### config.mk
export PLATFORM = sky130hd
export DESIGN_NAME = rcb_reset_ctrl
export DESIGN_NICKNAME = d
export VERILOG_FILES = /design/src/rcb_pkg.sv /design/src/rcb_reset_ctrl.sv /design/src/rcb_sync2.sv
export VERILOG_INCLUDE_DIRS = /design/src /design/src/src
export SDC_FILE = /design/constraint.sdc
export NUM_CORES = 1
export LEC_CHECK = 0
export BUFFER_PORTS_ARGS = -buffer_cell sky130_fd_sc_hd__buf_2
export CELL_PAD_IN_SITES_DETAIL_PLACEMENT = 0
export CELL_PAD_IN_SITES_GLOBAL_PLACEMENT = 1
export CORE_AREA = 2 2 72 142
export DETAILED_ROUTE_END_ITERATION = 8
export DIE_AREA = 0 0 74 144
export GPL_TIMING_DRIVEN = 0
export PLACE_DENSITY = 0.63
export SLEW_MARGIN = 20
export SYNTH_ARGS = -nofsm -noshare
export SYNTH_HDL_FRONTEND = slang
export SYNTH_SLANG_ARGS = --single-unit
### constraint.sdc
create_clock -name CORE_CLK -period 2.58 [get_ports CORE_CLK]
set_clock_uncertainty 0.15 [all_clocks]
set_input_delay 0.258 -clock CORE_CLK [delete_from_list [all_inputs] [get_ports CORE_CLK]]
set_output_delay 0.258 -clock CORE_CLK [all_outputs]
set_load 0.02 [all_outputs]
### src/rcb_params.svh
`ifndef RCB_PARAMS_SVH
`define RCB_PARAMS_SVH

// Cycles from reset pin release to the first bus cycle
`define RCB_FIRST_CYCLE_DELAY 4'ha
// Bus monitor limit for a cycle that never terminates
`define RCB_BUS_MON_LIMIT 8'h40
// Cycles the master reset is held once taken
`define RCB_HOLD_CYCLES 4'h8
// Sampled data line positions
`define RCB_OPT_MSB 15
`define RCB_OPT_LSB 12
`define RCB_PIN_MSB 11
`define RCB_PIN_LSB 2
`define RCB_WIDE_BIT 1
`define RCB_BOOT_BIT 0
// Configuration reset value: all pins left high
`define RCB_DATA_DEFAULT 16'hffff

`endif

### src/rcb_pkg.sv
package rcb_pkg;

  typedef enum logic [1:0] {
    RCB_SINGLE_CHIP,
    RCB_EXPANDED_8,
    RCB_EXPANDED_16
  } rcb_bus_mode_e;

  typedef struct packed {
    logic power_up;
    logic watchdog;
    logic halt;
    logic loss_of_clock;
    logic test;
  } rcb_src_s;

  typedef struct packed {
    logic synth_clock;
    logic background_en;
    rcb_bus_mode_e bus_mode;
    logic [3:0] module_opts;
    logic [9:0] pin_funcs;
    logic boot_wide;
  } rcb_cfg_s;

endpackage

### src/rcb_reset_ctrl.sv
`timescale 1ns/1ps
`include "rcb_params.svh"
module rcb_reset_ctrl (
  input wire logic CORE_CLK,
  input wire logic RESETN,
  input wire logic RESET_PIN_N,
  input wire logic [15:0] DATA_IN,
  input wire logic BUS_ERROR_LINE_N,
  input wire logic BREAKPOINT_LINE_N,
  input wire logic CLOCK_SOURCE_SELECT,
  input wire rcb_pkg::rcb_src_s SOURCES,
  input wire logic BUS_CYCLE_ACTIVE,
  input wire logic BUS_CYCLE_END,
  output logic EXT_PIN_RESET_DRIVE,
  output logic CLOCK_MODULE_RESET,
  output logic MASTER_RESET,
  output logic BUS_MONITOR_FORCE,
  output logic BUS_CYCLE_ALLOWED,
  output rcb_pkg::rcb_src_s CAUSE,
  output logic CAUSE_PIN,
  output rcb_pkg::rcb_cfg_s CONFIG
);
  typedef enum logic [1:0] {
    RCB_RUN,
    RCB_WAIT_END,
    RCB_HOLD,
    RCB_RELEASE
  } rcb_state_e;

  logic [19:0] pins_sync;
  logic pin_low;
  logic [15:0] data_s;
  logic bus_error_line_s, breakpoint_line_s, clock_source_select_s;

  // Clock-domain crossing for every pin the block reads
  rcb_sync2 #(.W(20)) u_sync (
    .clk(CORE_CLK),
    .rst_n(RESETN),
    .d({RESET_PIN_N, DATA_IN, BUS_ERROR_LINE_N, BREAKPOINT_LINE_N,
        CLOCK_SOURCE_SELECT}),
    .q(pins_sync)
  );

  always_comb begin
    pin_low = !pins_sync[19];
    data_s = pins_sync[18:3];
    bus_error_line_s = pins_sync[2];
    breakpoint_line_s = pins_sync[1];
    clock_source_select_s = pins_sync[0];
  end

  rcb_state_e state, next_state;
  logic [3:0] cnt, next_cnt;
  logic [7:0] mon, next_mon;
  logic ext_drv, next_ext_drv;
  logic clk_rst, next_clk_rst;
  logic mst_rst, next_mst_rst;
  logic mon_force, next_mon_force;
  logic allowed, next_allowed;
  rcb_pkg::rcb_src_s cause, next_cause;
  logic cause_pin, next_cause_pin;
  logic async_req, sync_req, bus_done, any_clk_src;

  always_comb begin
    // Asynchronous sources act at once
    async_req = SOURCES.power_up | SOURCES.watchdog | SOURCES.halt;
    sync_req = pin_low | SOURCES.loss_of_clock | SOURCES.test;
    // Monitor ends a cycle that never terminates
    bus_done = !BUS_CYCLE_ACTIVE | BUS_CYCLE_END |
               (mon == `RCB_BUS_MON_LIMIT);
    any_clk_src = SOURCES.power_up | SOURCES.watchdog | SOURCES.halt |
                  SOURCES.loss_of_clock | pin_low;
    next_state = state;
    next_cnt = cnt;
    next_mon = 8'h00;
    next_ext_drv = ext_drv;
    next_clk_rst = clk_rst;
    next_mst_rst = mst_rst;
    next_mon_force = 1'b0;
    next_allowed = allowed;
    next_cause = cause;
    next_cause_pin = cause_pin;
    case (state)
      RCB_RUN: begin
        if (async_req || sync_req) begin
          next_cause = SOURCES;
          next_cause_pin = pin_low;
          next_allowed = 1'b0;
        end
        if (async_req) begin
          next_state = RCB_HOLD;
          next_cnt = `RCB_HOLD_CYCLES;
        end else if (sync_req) begin
          // Wait for the bus so a write in flight completes
          next_state = RCB_WAIT_END;
          next_mon_force = 1'b1;
        end
      end
      RCB_WAIT_END: begin
        next_mon_force = 1'b1;
        if (BUS_CYCLE_ACTIVE && !BUS_CYCLE_END) begin
          next_mon = mon + 8'h01;
        end
        if (bus_done || async_req) begin
          next_state = RCB_HOLD;
          next_cnt = `RCB_HOLD_CYCLES;
          next_mon_force = 1'b0;
        end
      end
      RCB_HOLD: begin
        // Assert lines; abandoned work is simply reset
        next_mst_rst = 1'b1;
        next_ext_drv = 1'b1;
        next_clk_rst = any_clk_src | (clk_rst & !SOURCES.test);
        if (cnt != 4'h0) begin
          next_cnt = cnt - 4'h1;
        end else if (!async_req && !sync_req) begin
          next_state = RCB_RELEASE;
          next_mst_rst = 1'b0;
          next_ext_drv = 1'b0;
          next_clk_rst = 1'b0;
          next_cnt = `RCB_FIRST_CYCLE_DELAY;
        end
      end
      RCB_RELEASE: begin
        // Hold off the first bus cycle for ten clocks
        if (async_req || sync_req) begin
          next_state = RCB_RUN;
        end else if (cnt != 4'h1) begin
          next_cnt = cnt - 4'h1;
        end else begin
          next_allowed = 1'b1;
          next_state = RCB_RUN;
        end
      end
      default: begin
        next_state = RCB_RUN;
      end
    endcase
  end

  always_ff @(posedge CORE_CLK or negedge RESETN) begin
    if (!RESETN) begin
      state <= RCB_HOLD;
      cnt <= `RCB_HOLD_CYCLES;
      mon <= 8'h00;
      ext_drv <= 1'b1;
      clk_rst <= 1'b1;
      mst_rst <= 1'b1;
      mon_force <= 1'b0;
      allowed <= 1'b0;
      cause <= '0;
      cause_pin <= 1'b0;
    end else begin
      state <= next_state;
      cnt <= next_cnt;
      mon <= next_mon;
      ext_drv <= next_ext_drv;
      clk_rst <= next_clk_rst;
      mst_rst <= next_mst_rst;
      mon_force <= next_mon_force;
      allowed <= next_allowed;
      cause <= next_cause;
      cause_pin <= next_cause_pin;
    end
  end

  // Configuration: pins are read while master reset is high
  rcb_pkg::rcb_cfg_s cfg, next_cfg;
  rcb_pkg::rcb_cfg_s sampled;
  localparam logic [15:0] data_default = `RCB_DATA_DEFAULT;

  always_comb begin
    // High pins give defaults, low pins alternates
    sampled.synth_clock = clock_source_select_s;
    sampled.background_en = !breakpoint_line_s;
    if (!bus_error_line_s) begin
      sampled.bus_mode = rcb_pkg::RCB_SINGLE_CHIP;
    end else if (data_s[`RCB_WIDE_BIT]) begin
      sampled.bus_mode = rcb_pkg::RCB_EXPANDED_8;
    end else begin
      sampled.bus_mode = rcb_pkg::RCB_EXPANDED_16;
    end
    sampled.module_opts = data_s[`RCB_OPT_MSB:`RCB_OPT_LSB];
    sampled.pin_funcs = data_s[`RCB_PIN_MSB:`RCB_PIN_LSB];
    sampled.boot_wide = data_s[`RCB_BOOT_BIT];
    // Capture only on the negating edge of master reset
    next_cfg = (mst_rst && !next_mst_rst) ? sampled : cfg;
  end

  always_ff @(posedge CORE_CLK or negedge RESETN) begin
    if (!RESETN) begin
      cfg <= '{1'b1, 1'b0, rcb_pkg::RCB_EXPANDED_8,
               data_default[`RCB_OPT_MSB:`RCB_OPT_LSB],
               data_default[`RCB_PIN_MSB:`RCB_PIN_LSB],
               data_default[`RCB_BOOT_BIT]};
    end else begin
      cfg <= next_cfg;
    end
  end

  always_comb begin
    EXT_PIN_RESET_DRIVE = ext_drv;
    CLOCK_MODULE_RESET = clk_rst;
    MASTER_RESET = mst_rst;
    BUS_MONITOR_FORCE = mon_force;
    BUS_CYCLE_ALLOWED = allowed;
    CAUSE = cause;
    CAUSE_PIN = cause_pin;
    CONFIG = cfg;
  end

  // Release cycles counted for the first-cycle checks
  logic [3:0] gap, next_gap;

  always_comb begin
    next_gap = 4'h0;
    if (state == RCB_RELEASE) begin
      next_gap = (gap == 4'hf) ? gap : gap + 4'h1;
    end
  end

  always_ff @(posedge CORE_CLK or negedge RESETN) begin
    if (!RESETN) begin
      gap <= 4'h0;
    end else begin
      gap <= next_gap;
    end
  end

  a_async_fast: assert property (@(posedge CORE_CLK) disable iff (!RESETN)
    (state == RCB_RUN && async_req) |-> ##[1:12] mst_rst)
    else $error("async reset not taken");
  a_test_noclk: assert property (@(posedge CORE_CLK) disable iff (!RESETN)
    (state == RCB_RUN && SOURCES == 5'b00001 && !pin_low && !clk_rst)
    ##1 (SOURCES == 5'b00001 && !pin_low) [*3] |-> !clk_rst)
    else $error("test reset hit clock module");
  a_wait_bus: assert property (@(posedge CORE_CLK) disable iff (!RESETN)
    (state == RCB_WAIT_END && BUS_CYCLE_ACTIVE && !BUS_CYCLE_END
     && mon != `RCB_BUS_MON_LIMIT && !async_req) |-> ##2 !mst_rst)
    else $error("sync reset cut a bus cycle");
  a_mon_forced: assert property (@(posedge CORE_CLK) disable iff (!RESETN)
    (state == RCB_WAIT_END) |-> mon_force)
    else $error("bus monitor not forced");
  a_first_cycle: assert property (@(posedge CORE_CLK) disable iff (!RESETN)
    $rose(allowed) |-> gap == `RCB_FIRST_CYCLE_DELAY)
    else $error("first bus cycle timing wrong");
  a_release_len: assert property (@(posedge CORE_CLK) disable iff (!RESETN)
    (state == RCB_RELEASE) |-> gap < `RCB_FIRST_CYCLE_DELAY)
    else $error("release wait too long");
  a_cfg_held: assert property (@(posedge CORE_CLK) disable iff (!RESETN)
    (!mst_rst && !$fell(mst_rst)) |-> $stable(cfg))
    else $error("configuration changed after reset");
  a_lines_tied: assert property (@(posedge CORE_CLK) disable iff (!RESETN)
    mst_rst == ext_drv)
    else $error("master and pin drive disagree");
  a_pin_sync: assert property (@(posedge CORE_CLK) disable iff (!RESETN)
    (state == RCB_RUN && !async_req && !SOURCES.loss_of_clock
     && !SOURCES.test && !pin_low) |-> ##1 state == RCB_RUN)
    else $error("reset without synchronised pin");
endmodule

### src/rcb_sync2.sv
`timescale 1ns/1ps
module rcb_sync2 #(
  parameter int W = 1
) (
  input wire logic clk,
  input wire logic rst_n,
  input wire logic [W-1:0] d,
  output logic [W-1:0] q
);
  logic [W-1:0] meta;
  logic [W-1:0] next_meta;
  logic [W-1:0] next_q;

  always_comb begin
    next_meta = d;
    next_q = meta;
  end

  // Idle level is high: pins default high during reset
  always_ff @(posedge clk or negedge rst_n) begin
    if (!rst_n) begin
      meta <= '1;
      q <= '1;
    end else begin
      meta <= next_meta;
      q <= next_q;
    end
  end
endmodule

# Word level (Yosys, flattened, before mapping)
# Cells that the tools add are included.
word_totals:
  register_bits: 84
  in_bits: 29
  word_cells: 102
classes:
  n_addsub: 2
  n_eq_ne: 16
  n_mux: 32
  bitwise_logic: 10
  n_reduce_logical: 20
op_table:
  columns: ["op", "count"]
  rows:
  - ["$mux W4", 6]
  - ["$mux W2", 9]
  - ["$mux W8", 2]
  - ["$ne A2 B2 Y1 const B", 8]
  - ["$pmux W4 S4", 1]
  - ["$mux W1", 11]
  - ["$reduce_and A5 Y1", 2]
  - ["$ne A3 B3 Y1 const B", 3]
  - ["$or A1 B1 Y1", 9]
  - ["$add A8 B1 Y8 const B", 1]
  - ["$eq A8 B7 Y1 const B", 1]
  - ["$logic_not A1 Y1", 8]
  - ["$pmux W2 S4", 1]
  - ["$eq A2 B2 Y1 const B", 2]
  - ["$ne A4 B1 Y1 const B", 1]
  - ["$pmux W1 S2", 2]
  - ["$reduce_and A4 Y1", 1]
  - ["$reduce_bool A4 Y1", 1]
  - ["$sub A4 B1 Y4 const B", 1]
  - ["$logic_and A1 B1 Y1", 3]
  - ["$eq A2 B1 Y1 const B", 1]
  - ["$logic_not A2 Y1", 1]
  - ["$logic_or A1 B1 Y1", 2]
  - ["$reduce_and A2 Y1", 1]
  - ["other kinds (2)", 2]

# Logic depth before layout (Yosys ltp)
logic_depth:
  depth_word: 10
  ltp_mapped: 8
  mapped_depth_nobuf: 6

# Modules after synthesis
# From an unflattened synthesis, not the netlist that was laid out.
unflattened:
  hier_cells: 224
  area_unflattened_um2: 3240.6
modules_own_cells:
  columns: ["mod", "n_inst", "cells_each", "area_per_inst_um2", "seq_area_each_um2"]
  rows:
  - ["rcb_reset_ctrl", 1, 184, 2189.6, 1128.6]
  - ["rcb_sync2", 1, 40, 1051.0, 1051.0]

# Least setup slack after synthesis
# OpenSTA, ideal clock, no wires.
synth_path:
  kind: "reg-to-reg"
  start: "reg state[1]"
  end: "reg cnt[0]"
  arrival_ns: 1.894
  required_time_ns: 2.302
  setup_slack_ns: 0.408
  path_stages_with_launch: 7
  path_buffers: 0
  period_less_slack_ns: 2.172
  path_cell_list: "dfstp_2 inv_1 ha_1 or4b_1 o221ai_2 o21ai_2 mux2_1"
synth_between:
  elab_chain_cells: 3
  elab_cells_between_ends: 11
  cone_classes: "eq/ne (8); mux (1); reduce/logical (2)"
synth_lines:
  columns: ["item", "line_no", "source"]
  rows:
  - ["from (decl)", "rcb_reset_ctrl.sv:52", "rcb_state_e state, next_state;"]
  - ["from (signal assigned)", "rcb_reset_ctrl.sv:155", "state <= next_state;"]
  - ["$eq A2 B2 Y1, or another cell as far along", "rcb_reset_ctrl.sv:83", "case (state)"]
  - ["$ne A3 B3 Y1 (no line) or $ne A2 B2 Y1 (tied branches)", null, null]
  - ["$reduce_and A5 Y1 (no line)", null, null]
  - ["to (signal assigned)", "rcb_reset_ctrl.sv:145", "cnt <= `RCB_HOLD_CYCLES;"]
  - ["to (signal assigned)", "rcb_reset_ctrl.sv:156", "cnt <= next_cnt;"]
  - ["to (decl)", "rcb_reset_ctrl.sv:53", "logic [3:0] cnt, next_cnt;"]
# Parallel ways exist; a longest one is shown, timed or not.
# A chain may end at the register's enable or synchronous reset.

# Worst setup path in the final report
layout_path:
  start: "reg state[0]"
  end: "reg cfg (netlist bit CONFIG[6])"
layout_between:
  elab_chain_cells: 4
layout_lines:
  columns: ["item", "line_no", "source"]
  rows:
  - ["$eq A2 B2 Y1", "rcb_reset_ctrl.sv:83", null]
  - ["$mux W1", "rcb_reset_ctrl.sv:83", null]
  - ["$logic_not A1 Y1", "rcb_reset_ctrl.sv:188", "next_cfg = (mst_rst && !next_mst_rst) ? sampled : cfg;"]
  - ["$logic_and A1 B1 Y1", "rcb_reset_ctrl.sv:188", null]
  - ["to (signal assigned)", "rcb_reset_ctrl.sv:193", "cfg <= '{1'b1, 1'b0, rcb_pkg::RCB_EXPANDED_8,"]
  - ["to (signal assigned)", "rcb_reset_ctrl.sv:198", "cfg <= next_cfg;"]
  - ["to (decl)", "rcb_reset_ctrl.sv:169", "rcb_pkg::rcb_cfg_s cfg, next_cfg;"]
# Every way passes these cells.

==> flow_summary.toml <==
[run_status]
status = "finished clean"

[global_routing]
global_route.usage.met1_pct = 14.05
grt_busiest_layer = "met2"
grt_pass1_wl_mm = 9.632
track_usage_pct = 12.12
overflow = 0
antenna_found_initial = 0
grtUsageMet3_pct = 2.927
grt_pass1_vias = 1985
gr-usage-met2_pct = 20.25
grt_max_degree = 61

[layout]
insertedDiodeCount = 0
n_fill_cell = 904
regArea_sq_um = 2180
final_area_sq_um = 4265
multiInputGateArea_sq_um = 999.7
areaGrowthSynthToFinish_pct = 31.62
final_net_count = 357
drive_gt1_share_pct = 53.25

[logic_synthesis]
synthesis.nets = 266
yosys_warnings = 0
seq_area_frac_synth_pct = 67.26
yosysMostFrequentCell = "dfstp_2"
ys.flop_type = "dfstp_2"
ys_ff_latch = 84
synth_cell_type_count = 46
syn_avg_cell_area_sq_um = 14.28
synth-xor-area-share_pct = 1.622
ys_top_cells_by_area = "dfstp_2, dfrtp_1, mux2_2"
synthesis.area_sq_um = 3241
yosys.area_share.simple_pct = 11.08
synth_top_area_share_pct = 50.27
synthCells = 227
synth-adder-area-share_pct = 3.861
yosys.area.top_type = "dfstp_2"
synth_mux_area_share_pct = 7.336
synthArstFlopShare_pct = 100.0
synth-compound-area-share_pct = 6.950
synth_top_family_by_area = "simple AND/OR/NAND/NOR gates"
yosys-top-cells-count = "dfstp_2, nand2_1, dfrtp_1"
synth-edff-count = 0

[detailed_routing]
ant_nets = 0
avgViaCountPerCell = 4.323
dr.first_iter.drc_count = 76
post-route-drc-count = 0
routed_wl_mm = 5.995
firstDrtPassIters = 4
post_drt_wl_per_cell_um = 13.18
via_count = 1967

[pwr]
seq_power_share_pct = 41.2
power.density_nw_per_um2 = 937.8
p_sw_share_pct = 29.44
switchingPower_uw = 1178
peakVddDrop_v = 0.0005072
p_comb_share_pct = 23.9
clkPwrFrac_pct = 34.9
leakage_uw = 0.001931
p_int_uw = 2822

[floorplan]
rows = 51
initial_utilization_pct = 33.63
die_y_um = 144
coreArea_sq_um = 9635
die_w_um = 74
die_area_sq_um = 10660
ioPinCount = 59

[place]
gp_congestion = 0.7972
dpl_cell_area_sq_um = 3726
portBuffers = 58
hpwl_mm = 4.251

[critical_path]
criticalPathCategory = "reg2reg"
worstPathRequired_ns = 2.68
critPathLaunchType = "register"
critical_path_arrival_ns = 2.45
critical_path.max_fanout = 10
endpoint_kind = "register"

[clocking]
root_buffer = "clkbuf_16"
path_clk_slew_ns = 0.06
cts_made_buffers = 9
tritoncts = "built"
cts_setup_buffers = 0
clk_latency_ns = 0.33
clock_sinks = 84
clk_path_buf_depth = 2
cts_resized = 0
cts_hold_buffers = 21
cts_max_level = 3

[sta]
finalHoldViolCount = 0
whs_ns = 0.01801
finalSetupViolations = 0
tightestPinTransition_ns = 0.4629
period_needed_ns = 2.344
fin_setup_tns_ns = 0
grt_setup_unrepaired = "false"
fmax_mhz = 426.6
relSlewSlack_pct = 68.97
drv_slew = 0
min_period_over_period_pct = 90.85

[run]
max_cap_viol_count = 0

[hold_path]
min_path_type = "in2reg"
[metal layers]
layer / wire, um / share of wire, %
met5: 0 / 0
met4: 131 / 2.2
met3: 215 / 3.6
met2: 3243 / 54
met1: 2404 / 40
[area by class of cell]
class,instances,area share [%]
plain buffers,5,0.5573
clock inverters,7,2.435
flip-flops and latches,84,51.10
multi-input cells,128,23.44
clock buffers,9,5.280
inverters,10,0.8800
repair buffers,80,12.44
well taps,132,3.872
[state kept, by name, summed over array words and instances (netlist names), 2 cells and up]
| name | flops |
|---|---|
| u_sync.q | 20 |
| CONFIG | 19 |
| mon | 8 |
| cnt | 4 |
| CAUSE | 5 |
| state | 2 |
| u_sync.meta | 20 |
[kinds of logic (layout without fill, tap and decap cells)]
| kind of cell | count (synthesis) | after routing |
|---|---|---|
| flip-flops | 84 | 84 |
| AND/OR/NAND/NOR | 65 | 65 |
| AO/OA/AOI/OAI | 26 | 26 |
| multiplexers | 21 | 21 |
| buffers and inverters | 15 | 111 |
| adder cells (fa/ha/maj) | 10 | 10 |
| XOR/XNOR | 6 | 6 |
[worst paths after layout]
| kind | slack, ns | endpoint | cells after the start | from |
|---|---|---|---|---|
| max | 0.24 | CONFIG[6] | 7 | state[0] |
| min | 0.02 | CAUSE[2] | 3 | SOURCES[2] |
| max reg2reg | 0.24 | CONFIG[6] | 7 | state[0] |
| min reg2reg | 0.20 | u_sync.q[11] | 0 | u_sync.meta[11] |
| max in group asynchronous | 1.40 | u_sync.q[12] | 3 | RESETN |
| min in group asynchronous | 0.24 | mon[0] | 2 | RESETN |
[power groups by stage]
stage          sequential, uW  clock [uW]  combinational (uW)
2_1_floorplan            1760           0                 555
3_3_place_gp             1670           0                 932
3_5_place_dp             1670           0                 942
4_1_cts                  1650        1440                 973
5_1_grt                  1670        1490                1070
6_report                 1650        1390                 956
[layout by cell type (no fill, tap or decap), types with 2 or more instances in the layout]
cell / netlist / final
nor3b_1: 2 / 2
or4b_1: 2 / 2
dfrtp_1: 22 / 22
nand3_1: 6 / 6
clkbuf_16: 0 / 9
dfstp_2: 62 / 62
o21ai_0: 8 / 8
ha_1: 10 / 10
xor2_1: 5 / 5
or3b_2: 3 / 3
nand2_1: 23 / 23
mux2i_1: 2 / 2
nand3b_1: 3 / 3
a21oi_1: 5 / 5
mux2_2: 16 / 16
nor3_2: 2 / 2
bufinv_16: 0 / 2
buf_2: 4 / 61
dlygate4sd3_1: 0 / 21
or3_1: 2 / 2
nor2_1: 12 / 12
inv_6: 0 / 4
inv_1: 10 / 10
mux2_1: 2 / 2
[stage by stage]
stage	util, %	total power, uW	instances	worst slack [ns]
after floorplan	-	2318	227	0.4082
after detailed placement	38.67	2615	418	0.2176
after global routing	44.27	4243	455	0.1042
after global placement	38.36	2601	417	0.2480
final	44.27	4000	455	0.2360
after CTS	44.27	4063	455	0.2078
[critical path: stages, from the launching register on]
cell,delay [ns]
dfrtp_1,0.41
inv_1,0.14
ha_1,0.15
buf_2,0.21
and4bb_2,0.31
nand4_1,0.27
buf_2,0.31
mux2_2,0.30
Power figures use the tool's default switching activity.
